`src/hw/ddr3_timing_pkg.sv`:
```
package ddr3_timing_pkg;

   // Clock and printed times, all in picoseconds
   localparam int T_CK_PS       = 50000;
   localparam int T_WR_PS       = 15000;
   localparam int T_RAS_PS      = 35000;
   localparam int T_RCD_PS      = 13750;
   localparam int T_RP_PS       = 13750;
   localparam int T_RFC_PS      = 160000;
   localparam int T_XPDLL_PS    = 24000;
   localparam int T_REFI_PS     = 7812500;
   localparam int T_REFI_HOT_PS = 3906250;
   localparam int T_SLOW_CK_PS  = 40000;
   localparam int T_RESET_PS    = 200000000;
   localparam int T_CKE_PS      = 500000000;

   // Figures given in clocks
   localparam int N_WR_DLLOFF_MIN = 4;
   localparam int N_XPDLL_MIN     = 10;
   localparam int N_REFPDEN       = 1;
   localparam int N_POSTPONE_MAX  = 8;
   localparam int N_START_BL8     = 4;
   localparam int N_START_BC4_FIX = 2;

   // Least times round up, longest times round down
   function automatic int ck_min(input int ps);
      int n;
      n = (ps + T_CK_PS - 1) / T_CK_PS;
      return (n < 1) ? 1 : n;
   endfunction

   function automatic int ck_max(input int ps);
      int n;
      n = ps / T_CK_PS;
      return (n < 1) ? 1 : n;
   endfunction

   localparam int N_WR       = ck_min(T_WR_PS);
   localparam int N_RAS      = ck_min(T_RAS_PS);
   localparam int N_RCD      = ck_min(T_RCD_PS);
   localparam int N_RP       = ck_min(T_RP_PS);
   localparam int N_RFC      = ck_min(T_RFC_PS);
   localparam int N_XPDLL    = (ck_min(T_XPDLL_PS) > N_XPDLL_MIN) ? ck_min(T_XPDLL_PS) : N_XPDLL_MIN;
   localparam int N_REFI     = ck_max(T_REFI_PS);
   localparam int N_REFI_HOT = ck_max(T_REFI_HOT_PS);
   localparam int N_RESET    = ck_min(T_RESET_PS);
   localparam int N_CKE      = ck_min(T_CKE_PS);
   localparam int N_REF_GAP  = (T_CK_PS > T_RFC_PS) ? 2 : N_RFC;
   localparam bit PREA_AFTER_REF = (T_CK_PS > T_SLOW_CK_PS);

   // Command codes {cs_n, ras_n, cas_n, we_n}
   localparam logic [3:0] CMD_NOP = 4'h7;
   localparam logic [3:0] CMD_ACT = 4'h3;
   localparam logic [3:0] CMD_RD  = 4'h5;
   localparam logic [3:0] CMD_WR  = 4'h4;
   localparam logic [3:0] CMD_PRE = 4'h2;
   localparam logic [3:0] CMD_REF = 4'h1;

   // Address bits: auto precharge / all banks, burst length on the fly
   localparam int A_AP  = 10;
   localparam int A_BL8 = 12;

   // Burst setting
   localparam logic [1:0] BL_FIX8 = 2'h0;
   localparam logic [1:0] BL_OTF  = 2'h1;
   localparam logic [1:0] BL_FIX4 = 2'h2;

   // Cycles from write command until precharge may follow
   function automatic logic [7:0] wr_window(input int wl, input logic [1:0] bl_mode,
                                            input logic dll_off);
      int start;
      int twr;
      start = (bl_mode == BL_FIX4) ? N_START_BC4_FIX : N_START_BL8;
      twr   = (dll_off && N_WR < N_WR_DLLOFF_MIN) ? N_WR_DLLOFF_MIN : N_WR;
      return 8'(wl + start + twr);
   endfunction

endpackage

```
`src/hw/ddr3_cmd_if.sv`:
```
`timescale 1ns/10ps
interface ddr3_cmd_if;
   logic       reset_n;
   logic       cke;
   logic       cs_n;
   logic       ras_n;
   logic       cas_n;
   logic       we_n;
   logic [2:0] ba;
   logic [13:0] a;

   modport ctrl (output reset_n, cke, cs_n, ras_n, cas_n, we_n, ba, a);
   modport dram (input  reset_n, cke, cs_n, ras_n, cas_n, we_n, ba, a);
endinterface

```
`src/hw/ddr3_ctrl_end.sv`:
```
`timescale 1ns/10ps
module ddr3_ctrl_end #(
   parameter int WL         = 5,
   parameter int INIT_RESET = ddr3_timing_pkg::N_RESET,
   parameter int INIT_CKE   = ddr3_timing_pkg::N_CKE
) (
   input  wire logic        clk_in,
   input  wire logic        reset_n_in,
   ddr3_cmd_if.ctrl         mem,
   input  wire logic        req_valid_in,
   input  wire logic        req_write_in,
   input  wire logic        req_ap_in,
   input  wire logic        req_bc4_in,
   input  wire logic [2:0]  req_bank_in,
   input  wire logic [13:0] req_row_in,
   input  wire logic [9:0]  req_col_in,
   input  wire logic        pd_req_in,
   input  wire logic        hot_in,
   input  wire logic        dll_off_in,
   input  wire logic [1:0]  bl_mode_in,
   output logic             req_ack_out,
   output logic [3:0]       refresh_debt_out,
   output logic             pd_active_out,
   output logic             init_done_out
);
   typedef enum logic [2:0] {ST_RESET, ST_CKE, ST_IDLE, ST_ACT, ST_PRE, ST_REF, ST_PD} ctrl_state_e;

   ctrl_state_e state_q;
   logic [3:0]  cmd_q;
   logic [2:0]  ba_q;
   logic [13:0] a_q;
   logic        cke_q;
   logic        mem_rst_q;
   logic [13:0] init_q;
   logic        lat_write_q;
   logic        lat_ap_q;
   logic        lat_bc4_q;
   logic [9:0]  lat_col_q;
   logic [7:0]  refi_q;
   logic        tick;
   logic [3:0]  debt_q;
   logic        dll_prev_q;
   logic        act_go;
   logic        rw_go;
   logic        pre_go;
   logic        ref_go;
   logic        prea_go;
   logic        pd_go;
   logic        pdx_go;
   logic        gt_load;
   logic [13:0] gt_val;
   logic        gt_done;
   logic        pdt_done;
   logic        dll_done;
   logic [7:0]  wr_load;
   logic [7:0]  wr_done;
   logic        must_ref;

   assign must_ref = (debt_q >= 4'(ddr3_timing_pkg::N_POSTPONE_MAX));

   // Decide which command goes out at the coming edge
   always_comb begin
      act_go  = 1'b0;
      rw_go   = 1'b0;
      pre_go  = 1'b0;
      ref_go  = 1'b0;
      prea_go = 1'b0;
      pd_go   = 1'b0;
      pdx_go  = 1'b0;
      case (state_q)
         ST_IDLE: begin
            if (gt_done) begin
               if (debt_q != 4'h0 && (must_ref || !req_valid_in)) begin
                  ref_go = 1'b1;
               end else if (pd_req_in && debt_q == 4'h0 && pdt_done) begin
                  pd_go = 1'b1;
               end else if (req_valid_in && wr_done[req_bank_in] && (req_write_in || dll_done)) begin
                  act_go = 1'b1;
               end
            end
         end
         ST_ACT:  rw_go   = gt_done;
         ST_PRE:  pre_go  = gt_done && wr_done[ba_q];
         ST_REF:  prea_go = gt_done;
         ST_PD:   pdx_go  = !pd_req_in || must_ref;
         default: ;
      endcase
      gt_load = act_go | rw_go | pre_go | ref_go | prea_go | pdx_go;
      gt_val  = 14'h0;
      if (ref_go) begin
         gt_val = 14'(ddr3_timing_pkg::N_REF_GAP);
      end else if (act_go) begin
         gt_val = 14'(ddr3_timing_pkg::N_RCD);
      end else if (rw_go) begin
         // Auto precharge lets the device close the row; wait it out
         gt_val = lat_ap_q ? 14'(ddr3_timing_pkg::N_RAS + ddr3_timing_pkg::N_RP)
                           : 14'(ddr3_timing_pkg::N_RAS);
      end else if (pre_go || prea_go) begin
         gt_val = 14'(ddr3_timing_pkg::N_RP);
      end else if (pdx_go) begin
         gt_val = 14'(ddr3_timing_pkg::N_XPDLL);
      end
   end

   cycle_timer #(.W(14)) u_gap (
      .clk_in     (clk_in),
      .reset_n_in (reset_n_in),
      .load_in    (gt_load),
      .value_in   (gt_val),
      .done_out   (gt_done)
   );

   // Entry delay after refresh; DLL-off needs the longer exit delay too
   cycle_timer #(.W(8)) u_refpd (
      .clk_in     (clk_in),
      .reset_n_in (reset_n_in),
      .load_in    (ref_go),
      .value_in   (dll_off_in ? 8'(ddr3_timing_pkg::N_XPDLL) : 8'(ddr3_timing_pkg::N_REFPDEN)),
      .done_out   (pdt_done)
   );

   // Latency change needs the DLL delay before any read
   cycle_timer #(.W(8)) u_dll (
      .clk_in     (clk_in),
      .reset_n_in (reset_n_in),
      .load_in    (dll_off_in != dll_prev_q),
      .value_in   (8'(ddr3_timing_pkg::N_XPDLL)),
      .done_out   (dll_done)
   );

   genvar b;
   generate
      for (b = 0; b < 8; b++) begin : g_wr
         assign wr_load[b] = rw_go && lat_write_q && (ba_q == 3'(b));
         cycle_timer #(.W(8)) u_wr (
            .clk_in     (clk_in),
            .reset_n_in (reset_n_in),
            .load_in    (wr_load[b]),
            .value_in   (ddr3_timing_pkg::wr_window(WL, bl_mode_in, dll_off_in)),
            .done_out   (wr_done[b])
         );
      end
   endgenerate

   // Power-up: reset pin low, then clock enable low, then run
   always_ff @(posedge clk_in or negedge reset_n_in) begin
      if (!reset_n_in) begin
         init_q    <= 14'h0;
         mem_rst_q <= 1'b0;
      end else if (state_q == ST_RESET) begin
         init_q <= init_q + 14'h1;
         if (init_q == 14'(INIT_RESET - 1)) begin
            init_q    <= 14'h0;
            mem_rst_q <= 1'b1;
         end
      end else if (state_q == ST_CKE) begin
         init_q <= init_q + 14'h1;
      end
   end

   always_ff @(posedge clk_in or negedge reset_n_in) begin
      if (!reset_n_in) begin
         state_q <= ST_RESET;
      end else begin
         case (state_q)
            ST_RESET: if (init_q == 14'(INIT_RESET - 1)) state_q <= ST_CKE;
            ST_CKE:   if (init_q == 14'(INIT_CKE - 1)) state_q <= ST_IDLE;
            ST_IDLE: begin
               if (ref_go) begin
                  state_q <= ddr3_timing_pkg::PREA_AFTER_REF ? ST_REF : ST_IDLE;
               end else if (pd_go) begin
                  state_q <= ST_PD;
               end else if (act_go) begin
                  state_q <= ST_ACT;
               end
            end
            ST_ACT:   if (rw_go) state_q <= lat_ap_q ? ST_IDLE : ST_PRE;
            ST_PRE:   if (pre_go) state_q <= ST_IDLE;
            ST_REF:   if (prea_go) state_q <= ST_IDLE;
            ST_PD:    if (pdx_go) state_q <= ST_IDLE;
            default:  state_q <= ST_RESET;
         endcase
      end
   end

   // Command bus, one command per go except power-down entry and exit, NOP otherwise
   always_ff @(posedge clk_in or negedge reset_n_in) begin
      if (!reset_n_in) begin
         cmd_q       <= ddr3_timing_pkg::CMD_NOP;
         ba_q        <= 3'h0;
         a_q         <= 14'h0;
         lat_write_q <= 1'b0;
         lat_ap_q    <= 1'b0;
         lat_bc4_q   <= 1'b0;
         lat_col_q   <= 10'h0;
      end else begin
         cmd_q <= ddr3_timing_pkg::CMD_NOP;
         if (act_go) begin
            cmd_q       <= ddr3_timing_pkg::CMD_ACT;
            ba_q        <= req_bank_in;
            a_q         <= req_row_in;
            lat_write_q <= req_write_in;
            lat_ap_q    <= req_ap_in;
            lat_bc4_q   <= req_bc4_in;
            lat_col_q   <= req_col_in;
         end else if (rw_go) begin
            cmd_q                         <= lat_write_q ? ddr3_timing_pkg::CMD_WR : ddr3_timing_pkg::CMD_RD;
            a_q                           <= {4'h0, lat_col_q};
            a_q[ddr3_timing_pkg::A_AP]    <= lat_ap_q;
            a_q[ddr3_timing_pkg::A_BL8]   <= !(bl_mode_in == ddr3_timing_pkg::BL_OTF && lat_bc4_q);
         end else if (pre_go) begin
            cmd_q                      <= ddr3_timing_pkg::CMD_PRE;
            a_q[ddr3_timing_pkg::A_AP] <= 1'b0;
         end else if (ref_go) begin
            cmd_q <= ddr3_timing_pkg::CMD_REF;
         end else if (prea_go) begin
            cmd_q                      <= ddr3_timing_pkg::CMD_PRE;
            a_q[ddr3_timing_pkg::A_AP] <= 1'b1;
         end
      end
   end

   always_ff @(posedge clk_in or negedge reset_n_in) begin
      if (!reset_n_in) begin
         cke_q <= 1'b0;
      end else if ((state_q == ST_CKE && init_q == 14'(INIT_CKE - 1)) || pdx_go) begin
         cke_q <= 1'b1;
      end else if (pd_go) begin
         cke_q <= 1'b0;
      end
   end

   // Refresh interval tick; hot parts refresh twice as often
   assign tick = (refi_q == (hot_in ? 8'(ddr3_timing_pkg::N_REFI_HOT - 1)
                                    : 8'(ddr3_timing_pkg::N_REFI - 1)));

   always_ff @(posedge clk_in or negedge reset_n_in) begin
      if (!reset_n_in) begin
         refi_q <= 8'h0;
      end else if (tick || state_q == ST_RESET || state_q == ST_CKE) begin
         refi_q <= 8'h0;
      end else begin
         refi_q <= refi_q + 8'h1;
      end
   end

   // Tick and refresh in the same cycle cancel out
   always_ff @(posedge clk_in or negedge reset_n_in) begin
      if (!reset_n_in) begin
         debt_q <= 4'h0;
      end else if (tick && !ref_go) begin
         debt_q <= debt_q + 4'h1;
      end else if (ref_go && !tick) begin
         debt_q <= debt_q - 4'h1;
      end
   end

   always_ff @(posedge clk_in or negedge reset_n_in) begin
      if (!reset_n_in) begin
         dll_prev_q       <= 1'b0;
         req_ack_out      <= 1'b0;
         refresh_debt_out <= 4'h0;
         pd_active_out    <= 1'b0;
         init_done_out    <= 1'b0;
      end else begin
         dll_prev_q       <= dll_off_in;
         req_ack_out      <= act_go;
         refresh_debt_out <= debt_q;
         pd_active_out    <= pd_go || (pd_active_out && !pdx_go);
         init_done_out    <= (state_q != ST_RESET) && (state_q != ST_CKE);
      end
   end

   assign mem.reset_n = mem_rst_q;
   assign mem.cke     = cke_q;
   assign mem.cs_n    = cmd_q[3];
   assign mem.ras_n   = cmd_q[2];
   assign mem.cas_n   = cmd_q[1];
   assign mem.we_n    = cmd_q[0];
   assign mem.ba      = ba_q;
   assign mem.a       = a_q;
endmodule

```
`src/hw/cycle_timer.sv`:
```
`timescale 1ns/10ps
module cycle_timer #(
   parameter int W = 8
) (
   input  wire logic         clk_in,
   input  wire logic         reset_n_in,
   input  wire logic         load_in,
   input  wire logic [W-1:0] value_in,
   output logic              done_out
);
   logic [W-1:0] cnt_q;

   // Done stays low for exactly value_in cycles after the loading edge
   always_ff @(posedge clk_in or negedge reset_n_in) begin
      if (!reset_n_in) begin
         cnt_q <= '0;
      end else if (load_in) begin
         cnt_q <= value_in;
      end else if (cnt_q != '0) begin
         cnt_q <= cnt_q - 1'b1;
      end
   end

   assign done_out = (cnt_q == '0);
endmodule

```
`src/flat_wrapper.sv`:
```
// flat-port wrapper written by rule: the top's interface ports become plain ports
module ddr3_ctrl_end_flat 
#(
   parameter int WL         = 5,
   parameter int INIT_RESET = ddr3_timing_pkg::N_RESET,
   parameter int INIT_CKE   = ddr3_timing_pkg::N_CKE
)
  (clk_in, reset_n_in, req_valid_in, req_write_in, req_ap_in, req_bc4_in, req_bank_in, req_row_in, req_col_in, pd_req_in, hot_in, dll_off_in, bl_mode_in, req_ack_out, refresh_debt_out, pd_active_out, init_done_out, mem_reset_n, mem_cke, mem_cs_n, mem_ras_n, mem_cas_n, mem_we_n, mem_ba, mem_a);
  ddr3_cmd_if mem_i ();
  input  wire logic clk_in;
  input  wire logic reset_n_in;
  input  wire logic req_valid_in;
  input  wire logic req_write_in;
  input  wire logic req_ap_in;
  input  wire logic req_bc4_in;
  input  wire logic [2:0] req_bank_in;
  input  wire logic [13:0] req_row_in;
  input  wire logic [9:0] req_col_in;
  input  wire logic pd_req_in;
  input  wire logic hot_in;
  input  wire logic dll_off_in;
  input  wire logic [1:0] bl_mode_in;
  output logic req_ack_out;
  output logic [3:0] refresh_debt_out;
  output logic pd_active_out;
  output logic init_done_out;
  output wire logic [$bits(mem_i.reset_n)-1:0] mem_reset_n;
  output wire logic [$bits(mem_i.cke)-1:0] mem_cke;
  output wire logic [$bits(mem_i.cs_n)-1:0] mem_cs_n;
  output wire logic [$bits(mem_i.ras_n)-1:0] mem_ras_n;
  output wire logic [$bits(mem_i.cas_n)-1:0] mem_cas_n;
  output wire logic [$bits(mem_i.we_n)-1:0] mem_we_n;
  output wire logic [$bits(mem_i.ba)-1:0] mem_ba;
  output wire logic [$bits(mem_i.a)-1:0] mem_a;
  assign mem_reset_n = mem_i.reset_n;
  assign mem_cke = mem_i.cke;
  assign mem_cs_n = mem_i.cs_n;
  assign mem_ras_n = mem_i.ras_n;
  assign mem_cas_n = mem_i.cas_n;
  assign mem_we_n = mem_i.we_n;
  assign mem_ba = mem_i.ba;
  assign mem_a = mem_i.a;
  ddr3_ctrl_end #(.WL(WL), .INIT_RESET(INIT_RESET), .INIT_CKE(INIT_CKE)) u_core (.clk_in(clk_in), .reset_n_in(reset_n_in), .mem(mem_i), .req_valid_in(req_valid_in), .req_write_in(req_write_in), .req_ap_in(req_ap_in), .req_bc4_in(req_bc4_in), .req_bank_in(req_bank_in), .req_row_in(req_row_in), .req_col_in(req_col_in), .pd_req_in(pd_req_in), .hot_in(hot_in), .dll_off_in(dll_off_in), .bl_mode_in(bl_mode_in), .req_ack_out(req_ack_out), .refresh_debt_out(refresh_debt_out), .pd_active_out(pd_active_out), .init_done_out(init_done_out));
endmodule
```
`config.mk`:
```
export PLATFORM = sky130hd
export DESIGN_NAME = ddr3_ctrl_end_flat
export DESIGN_NICKNAME = d
export VERILOG_FILES = /design/src/hw/ddr3_timing_pkg.sv /design/src/hw/ddr3_cmd_if.sv /design/src/hw/ddr3_ctrl_end.sv /design/src/hw/cycle_timer.sv /design/src/flat_wrapper.sv
export SDC_FILE = /design/constraint.sdc
export NUM_CORES = 1
export LEC_CHECK = 0
export BUFFER_PORTS_ARGS = -buffer_cell sky130_fd_sc_hd__buf_2
export CORE_UTILIZATION = 55
export DETAILED_ROUTE_END_ITERATION = 10
export GPL_TIMING_DRIVEN = 0
export PLACE_DENSITY = 0.74
export RECOVER_POWER = 50
export REMOVE_ABC_BUFFERS = 1
export SYNTH_ARGS = -nofsm -noshare
export SYNTH_HDL_FRONTEND = slang
export SYNTH_SLANG_ARGS = --single-unit
export TNS_END_PERCENT = 1
```
`constraint.sdc`:
```
create_clock -name clk_in -period 8.35 [get_ports clk_in]
set_clock_uncertainty 0.2 [all_clocks]
set_input_delay 1.2525 -clock clk_in [delete_from_list [all_inputs] [get_ports clk_in]]
set_output_delay 1.2525 -clock clk_in [all_outputs]
set_load 0.1 [all_outputs]
```
* Word-level counts from Yosys, hierarchy flattened
Index checks and enable logic that the tools add are counted.
** Word-level totals
- ROM bits :: 0
- Register bits :: 167
- Input bits :: 38
- RAM bits :: 0
- Memories kept :: 0
- Word-level logic and storage cells :: 248
- Bits in latches :: 0
- Output and inout bits :: 30
** Cells by class
- Bitwise logic cells :: 5
- Multiplexer cells :: 84
- Equality and inequality tests :: 28
- Reductions and logical operators :: 81
- $add $sub $neg :: 17
- $mul :: 0
- Div/mod/pow operators :: 0
- Shift-type cells :: 0
- Magnitude comparators :: 3
** Operators by type and width (number)
- 8-bit 2-to-1 mux :: 22
- 14-bit 2-to-1 mux :: 10
- 8-bit zero test :: 10
- 8-bit nonzero test :: 10
- 8-bit by 1-bit subtractor with 8-bit output (second input constant) :: 10
- 3-bit 2-to-1 mux :: 14
- 4-bit 2-to-1 mux :: 8
- 2-bit nonzero test :: 15
- 1-bit 2-to-1 mux :: 25
- 3-bit equality test (second input constant) :: 7
- 1-bit logical AND :: 21
- 3-bit one-hot mux with 7 select lines :: 1
- 14-bit by 1-bit adder with 14-bit output (second input constant) :: 1
- 14-bit by 12-bit equality test with 1-bit output (second input constant) :: 1
- 14-bit equality test (second input constant) :: 1
- 14-bit zero test :: 1
- 14-bit nonzero test :: 1
- 14-bit by 1-bit subtractor with 14-bit output (second input constant) :: 1
- 3-bit by 2-bit equality test with 1-bit output (second input constant) :: 4
- 10-bit 2-to-1 mux :: 1
- 4-bit by 8-bit adder with 8-bit output (first input constant) :: 1
- 8-bit by 1-bit adder with 8-bit output (second input constant) :: 1
- 8-bit adder :: 1
- 8-bit equality test :: 1
- 23 further kinds :: 50

* Logic depth before layout (Yosys ltp)
- Word-level depth :: 16
- Mapped depth :: 15
- Mapped depth without buffers :: 15

* Modules after synthesis
Synthesis repeated with hierarchy kept, for this count alone.
** Second synthesis, totals
- Cell total of the unflattened synthesis :: 961
- Area total of the unflattened synthesis :: 9285.2 um2
** By module, submodules not included
- cycle_timer (u_core.g_wr[0].u_wr ...) :: instances 10, cells an instance 54, area an instance 476.7 um2, sequential area each 200.2 um2
- ddr3_ctrl_end :: instances 1, cells an instance 344, area an instance 3692.3 um2, sequential area each 1805.5 um2
- cycle_timer (u_core.u_gap) :: instances 1, cells an instance 77, area an instance 825.8 um2, sequential area each 350.3 um2

* Least setup slack after synthesis
Ideal clock, no wire load.
- Path kind :: register to register
- Start :: register u_core.u_gap.cnt_q[0]
- End :: register u_core.debt_q[3]
- Period minus slack after synthesis :: 3.205 ns
- Stages on the path, launching flop included :: 16
- Data arrival time :: 2.880 ns
- Path buffers :: 0
- Data required time :: 8.025 ns
- Path slack :: 5.145 ns
- Library setup time :: 0.125 ns
- Path through :: dfrtp_1 > inv_1 > ha_1 > nor4b_1 > nand2_1 > nor4b_1 > and2_1 > inv_1 > ha_1 > inv_1 > ha_1 > a21o_1 > a21oi_1 > xnor2_1 > nor2_1 > xor2_1
** Between the ends
- Cells in the longest elaborated chain, start to end :: 6
- Elaborated cells between the ends (all ways) :: 8
- Those cells by class :: 3 x mux; 5 x reduce/logical
** Ends and longest elaborated chain
- from (decl) :: line cycle_timer.sv:11 : logic [W-1:0] cnt_q;
- from (signal assigned) :: line cycle_timer.sv:18 : cnt_q <= value_in;
- from (signal assigned) :: line cycle_timer.sv:20 : cnt_q <= cnt_q - 1'b1;
- 14-bit zero test * :: line cycle_timer.sv:24 : assign done_out = (cnt_q == '0);
- 1-bit 2-to-1 mux * :: line ddr3_ctrl_end.sv:72 : if (gt_done) begin
- 1-bit 2-to-1 mux * :: line ddr3_ctrl_end.sv:70 : case (state_q)
- 1-bit zero test :: line ddr3_ctrl_end.sv:251 : end else if (tick && !ref_go) begin
- 1-bit logical AND :: line ddr3_ctrl_end.sv:251
- 4-bit 2-to-1 mux / 2-bit nonzero test (equally long branches)
- to (signal assigned) :: line ddr3_ctrl_end.sv:252 : debt_q <= debt_q + 4'h1;
- to (signal assigned) :: line ddr3_ctrl_end.sv:254 : debt_q <= debt_q - 4'h1;
- to (decl) :: line ddr3_ctrl_end.sv:41 : logic [3:0] debt_q;
Every way passes the cells marked *; elsewhere a longest branch is shown, timed or not.
A chain may end at the register's enable or synchronous reset.

==> impl_results.md <==
* Aggregate global routing overflow at 0
* Fmax at 205.0 MHz
* Clk sinks at 166
* Tmin final at between 4 and 5 ns
* Hpwl dp at roughly 12,000 µm
* WP depth at 1
* Synth Flop Type: dfrtp_1
* Routed Antenna Nets at 0
* FFs w/ async S/R, synth at 100.0%
* GRT Total Usage at between 20% and 30%
* Max clock buf depth at 2
* Area grow syn2layout at 12.47%
* Maximum fanout along the worst path at 77
* Synth Area per Inst at roughly 9.5 µm²
* Cell area after synthesis at 0.008658 mm²
* Synth Instances at between 900 and 1k
* Chip height at 127.5 µm
* Site row count at 45
* TritonCTS clock tree: yes
* Post-synth EDFFs at 0
* Worst skew pair latency at 0.43 ns
* Final setup viols at 0
* Wire length per cell at 15.03 µm
* Crit. End Element: asynchronous set/reset pin
* Clock tree root buffer cell: clkbuf_16
* Initial core utilization at 56.74%
* First-pass GRT wire length at roughly 30,000 µm
* Failing checks: capacitance limit, slew limit
* Largest net degree at the start of global routing at slightly above 90
* Final Hold Fails at 0
* Sequential element share of the synthesized area at 48.02%
* Worst R2R Setup Slack at 4.16 ns
* Ys Warns at 0
* Post-synthesis sequential element count at 166
* Distinct cells, synth at 63
* Min-Delay Path Class: flop to flop
* Max Cap Viol at 1
* Depth of the CTS H-tree at 4
* Routability Congestion at around 0.81
* CTS buffer count at 17
* Max-slew headroom at -181.5%
* Reg clk slew, reported paths at 0.07 ns
* Buffers on Ports at between 60 and 70
* DR vias/cell at 5.537
* Ports at 68
* CP arrival at 4.23 ns
* Startpoint types: input pin
* Critical path's largest stage delay at 2.90 ns
* Cell family with most CP delay: buffers and inverters
* Initial detailed-routing violation count at 497
* Tightest Pin Transition at ~4.2 ns
* Post_cts resized at 0
* Commonest non-fill, non-tap cell in the layout: dfrtp_1
* Worst hold margin at 0.2412 ns
* Hold_buf cts at 0
* Final WL at 18,030 µm
* RSZ-0062 raised after global routing: no
* DIE AREA at about 0.016 mm²
* DIE WIDTH at ~130 µm
* Antenna violations before repair at 0
* Max-slew violation count at 77
* Req. time, crit path at 7.70 ns
* Vias in the first global route at 6,281
* Core area at 0.01526 mm²
* Routed via count at 6,644
* # diodes at 0
* Hold depth at 0
* Crit Path Category: input pin to asynchronous set/reset pin
* Max VDD drop at 0.1514 mV
* Crit-path slowest cell: clkbuf_1
* CP bufs+invs at 1
* DRC errors left at 0
* Final net count at 1,044
* Power density over the cells at 172.4 mW/mm²
* CP cell instances: clkbuf_1
* Leakage at ~4.7 nW
* Final Cycle Share at between 50% and 60%
* Reg2reg path depth at 9
* DRT Pass-1 Iters at 5
* Post-CTS Repair Setup Buffers at 0
* Ratio of cells with drive above 1 in the final layout at 12.23%
* Fin Setup TNS at 0 ns
* Status: finished, violations left
* Most frequent cells in the layout: 163 x dfrtp_1, 126 x nand2_1, 117 x nor2_1
## cell families (layout without fill, tap and decap cells)
logic type	after synthesis	count (layout)	synth area share, %
xor gates and xnor gates	79	79	7.991
buffers and inverters	64	137	3.410
other	1	1	0.04331
muxes	15	15	1.908
DFF	166	166	48.02
AOI/OAI and AO/OA	138	138	9.682
and+or+nand+nor	423	423	24.52
adders and majority gates	30	30	4.422
## where the power goes
part           switching (W)  total (W)  internal [W]
clock               0.000323   0.000789      0.000466
combinational      0.0000464  0.0000696     0.0000232
sequential        0.00000794   0.000820      0.000812
## area by class of cell
| type | count | area, µm² |
|---|---|---|
| clock inverters | 10 | 121.4 |
| fillers | 1288 | 5520 |
| repair buffers | 69 | 367.9 |
| inverters | 36 | 135.1 |
| flip-flops and latches | 166 | 4158 |
| multi-input cells | 686 | 4218 |
| well taps | 211 | 264.0 |
| clock buffers | 22 | 474.2 |
## cell usage after synthesis (6+ instances only)
master / number / share of area [%]
a211oi_1: 11 / 0.95
a21oi_1: 72 / 4.2
and3_1: 6 / 0.43
buf_2: 11 / 0.64
clkbuf_1: 10 / 0.43
dfrtp_1: 163 / 47
ha_1: 29 / 4.2
inv_1: 34 / 1.5
mux2i_1: 12 / 1.4
nand2_1: 126 / 5.5
nand2b_1: 15 / 1.1
nand3_1: 23 / 1.3
nand3b_1: 8 / 0.69
nand4b_1: 6 / 0.61
nor2_1: 117 / 5.1
nor3_1: 24 / 1.4
nor4_1: 24 / 1.7
nor4b_1: 11 / 1.1
o21ai_0: 19 / 1.1
o31ai_1: 10 / 0.87
or3_1: 12 / 0.87
or4_1: 13 / 1.1
xnor2_1: 41 / 4.1
xor2_1: 38 / 3.8
## through the flow
stage                     instances  total power, W  utilization [%]  setup WS [ns]  cell area (µm²)
after global routing           1200        0.001736            63.82          2.631             9738
after floorplan                 888       0.0008670                -          4.624             8498
final                          1200        0.001679            63.82          3.472             9738
after global placement         1165       0.0009022            59.59          3.248             9092
after CTS                      1198        0.001695            63.78          3.611             9732
after detailed placement       1166       0.0009062            59.88          3.614             9136
## path summary, 6_finish.rpt
| check | from | to |
|---|---|---|
| max | reset_n_in | u_core.g_wr[3].u_wr.cnt_q[0] |
| min | u_core.debt_q[2] | u_core.refresh_debt_out[2] |
| max reg2reg | u_core.u_gap.cnt_q[0] | u_core.u_gap.cnt_q[0] |
| min reg2reg | u_core.debt_q[2] | u_core.refresh_debt_out[2] |
| max in group clk_in | u_core.u_gap.cnt_q[0] | u_core.u_gap.cnt_q[0] |
| min in group asynchronous | reset_n_in | u_core.g_wr[5].u_wr.cnt_q[5] |
## metal layers
layer  track usage (%)  routed length, µm  vias up
met4             7.423                233        0
met1             32.54               8386     3181
met2             37.99               8576      149
met5                 0                  0        -
met3             5.193                834       20
li1                  -                  -     3294
## registers in the layout, summed over array words and instances, names as in the netlist, 3 cells and up
signal                   cells
u_core.cmd_q                 3
u_core.g_wr.u_wr.cnt_q      64
u_core.debt_q                4
u_core.mem.a                14
u_core.init_q               14
u_core.state_q               3
u_core.lat_col_q            10
u_core.mem.ba                3
u_core.u_gap.cnt_q          14
u_core.u_dll.cnt_q           8
u_core.refresh_debt_out      4
u_core.u_refpd.cnt_q         8
u_core.refi_q                8
Note: power is estimated with default switching activity, not from simulation.
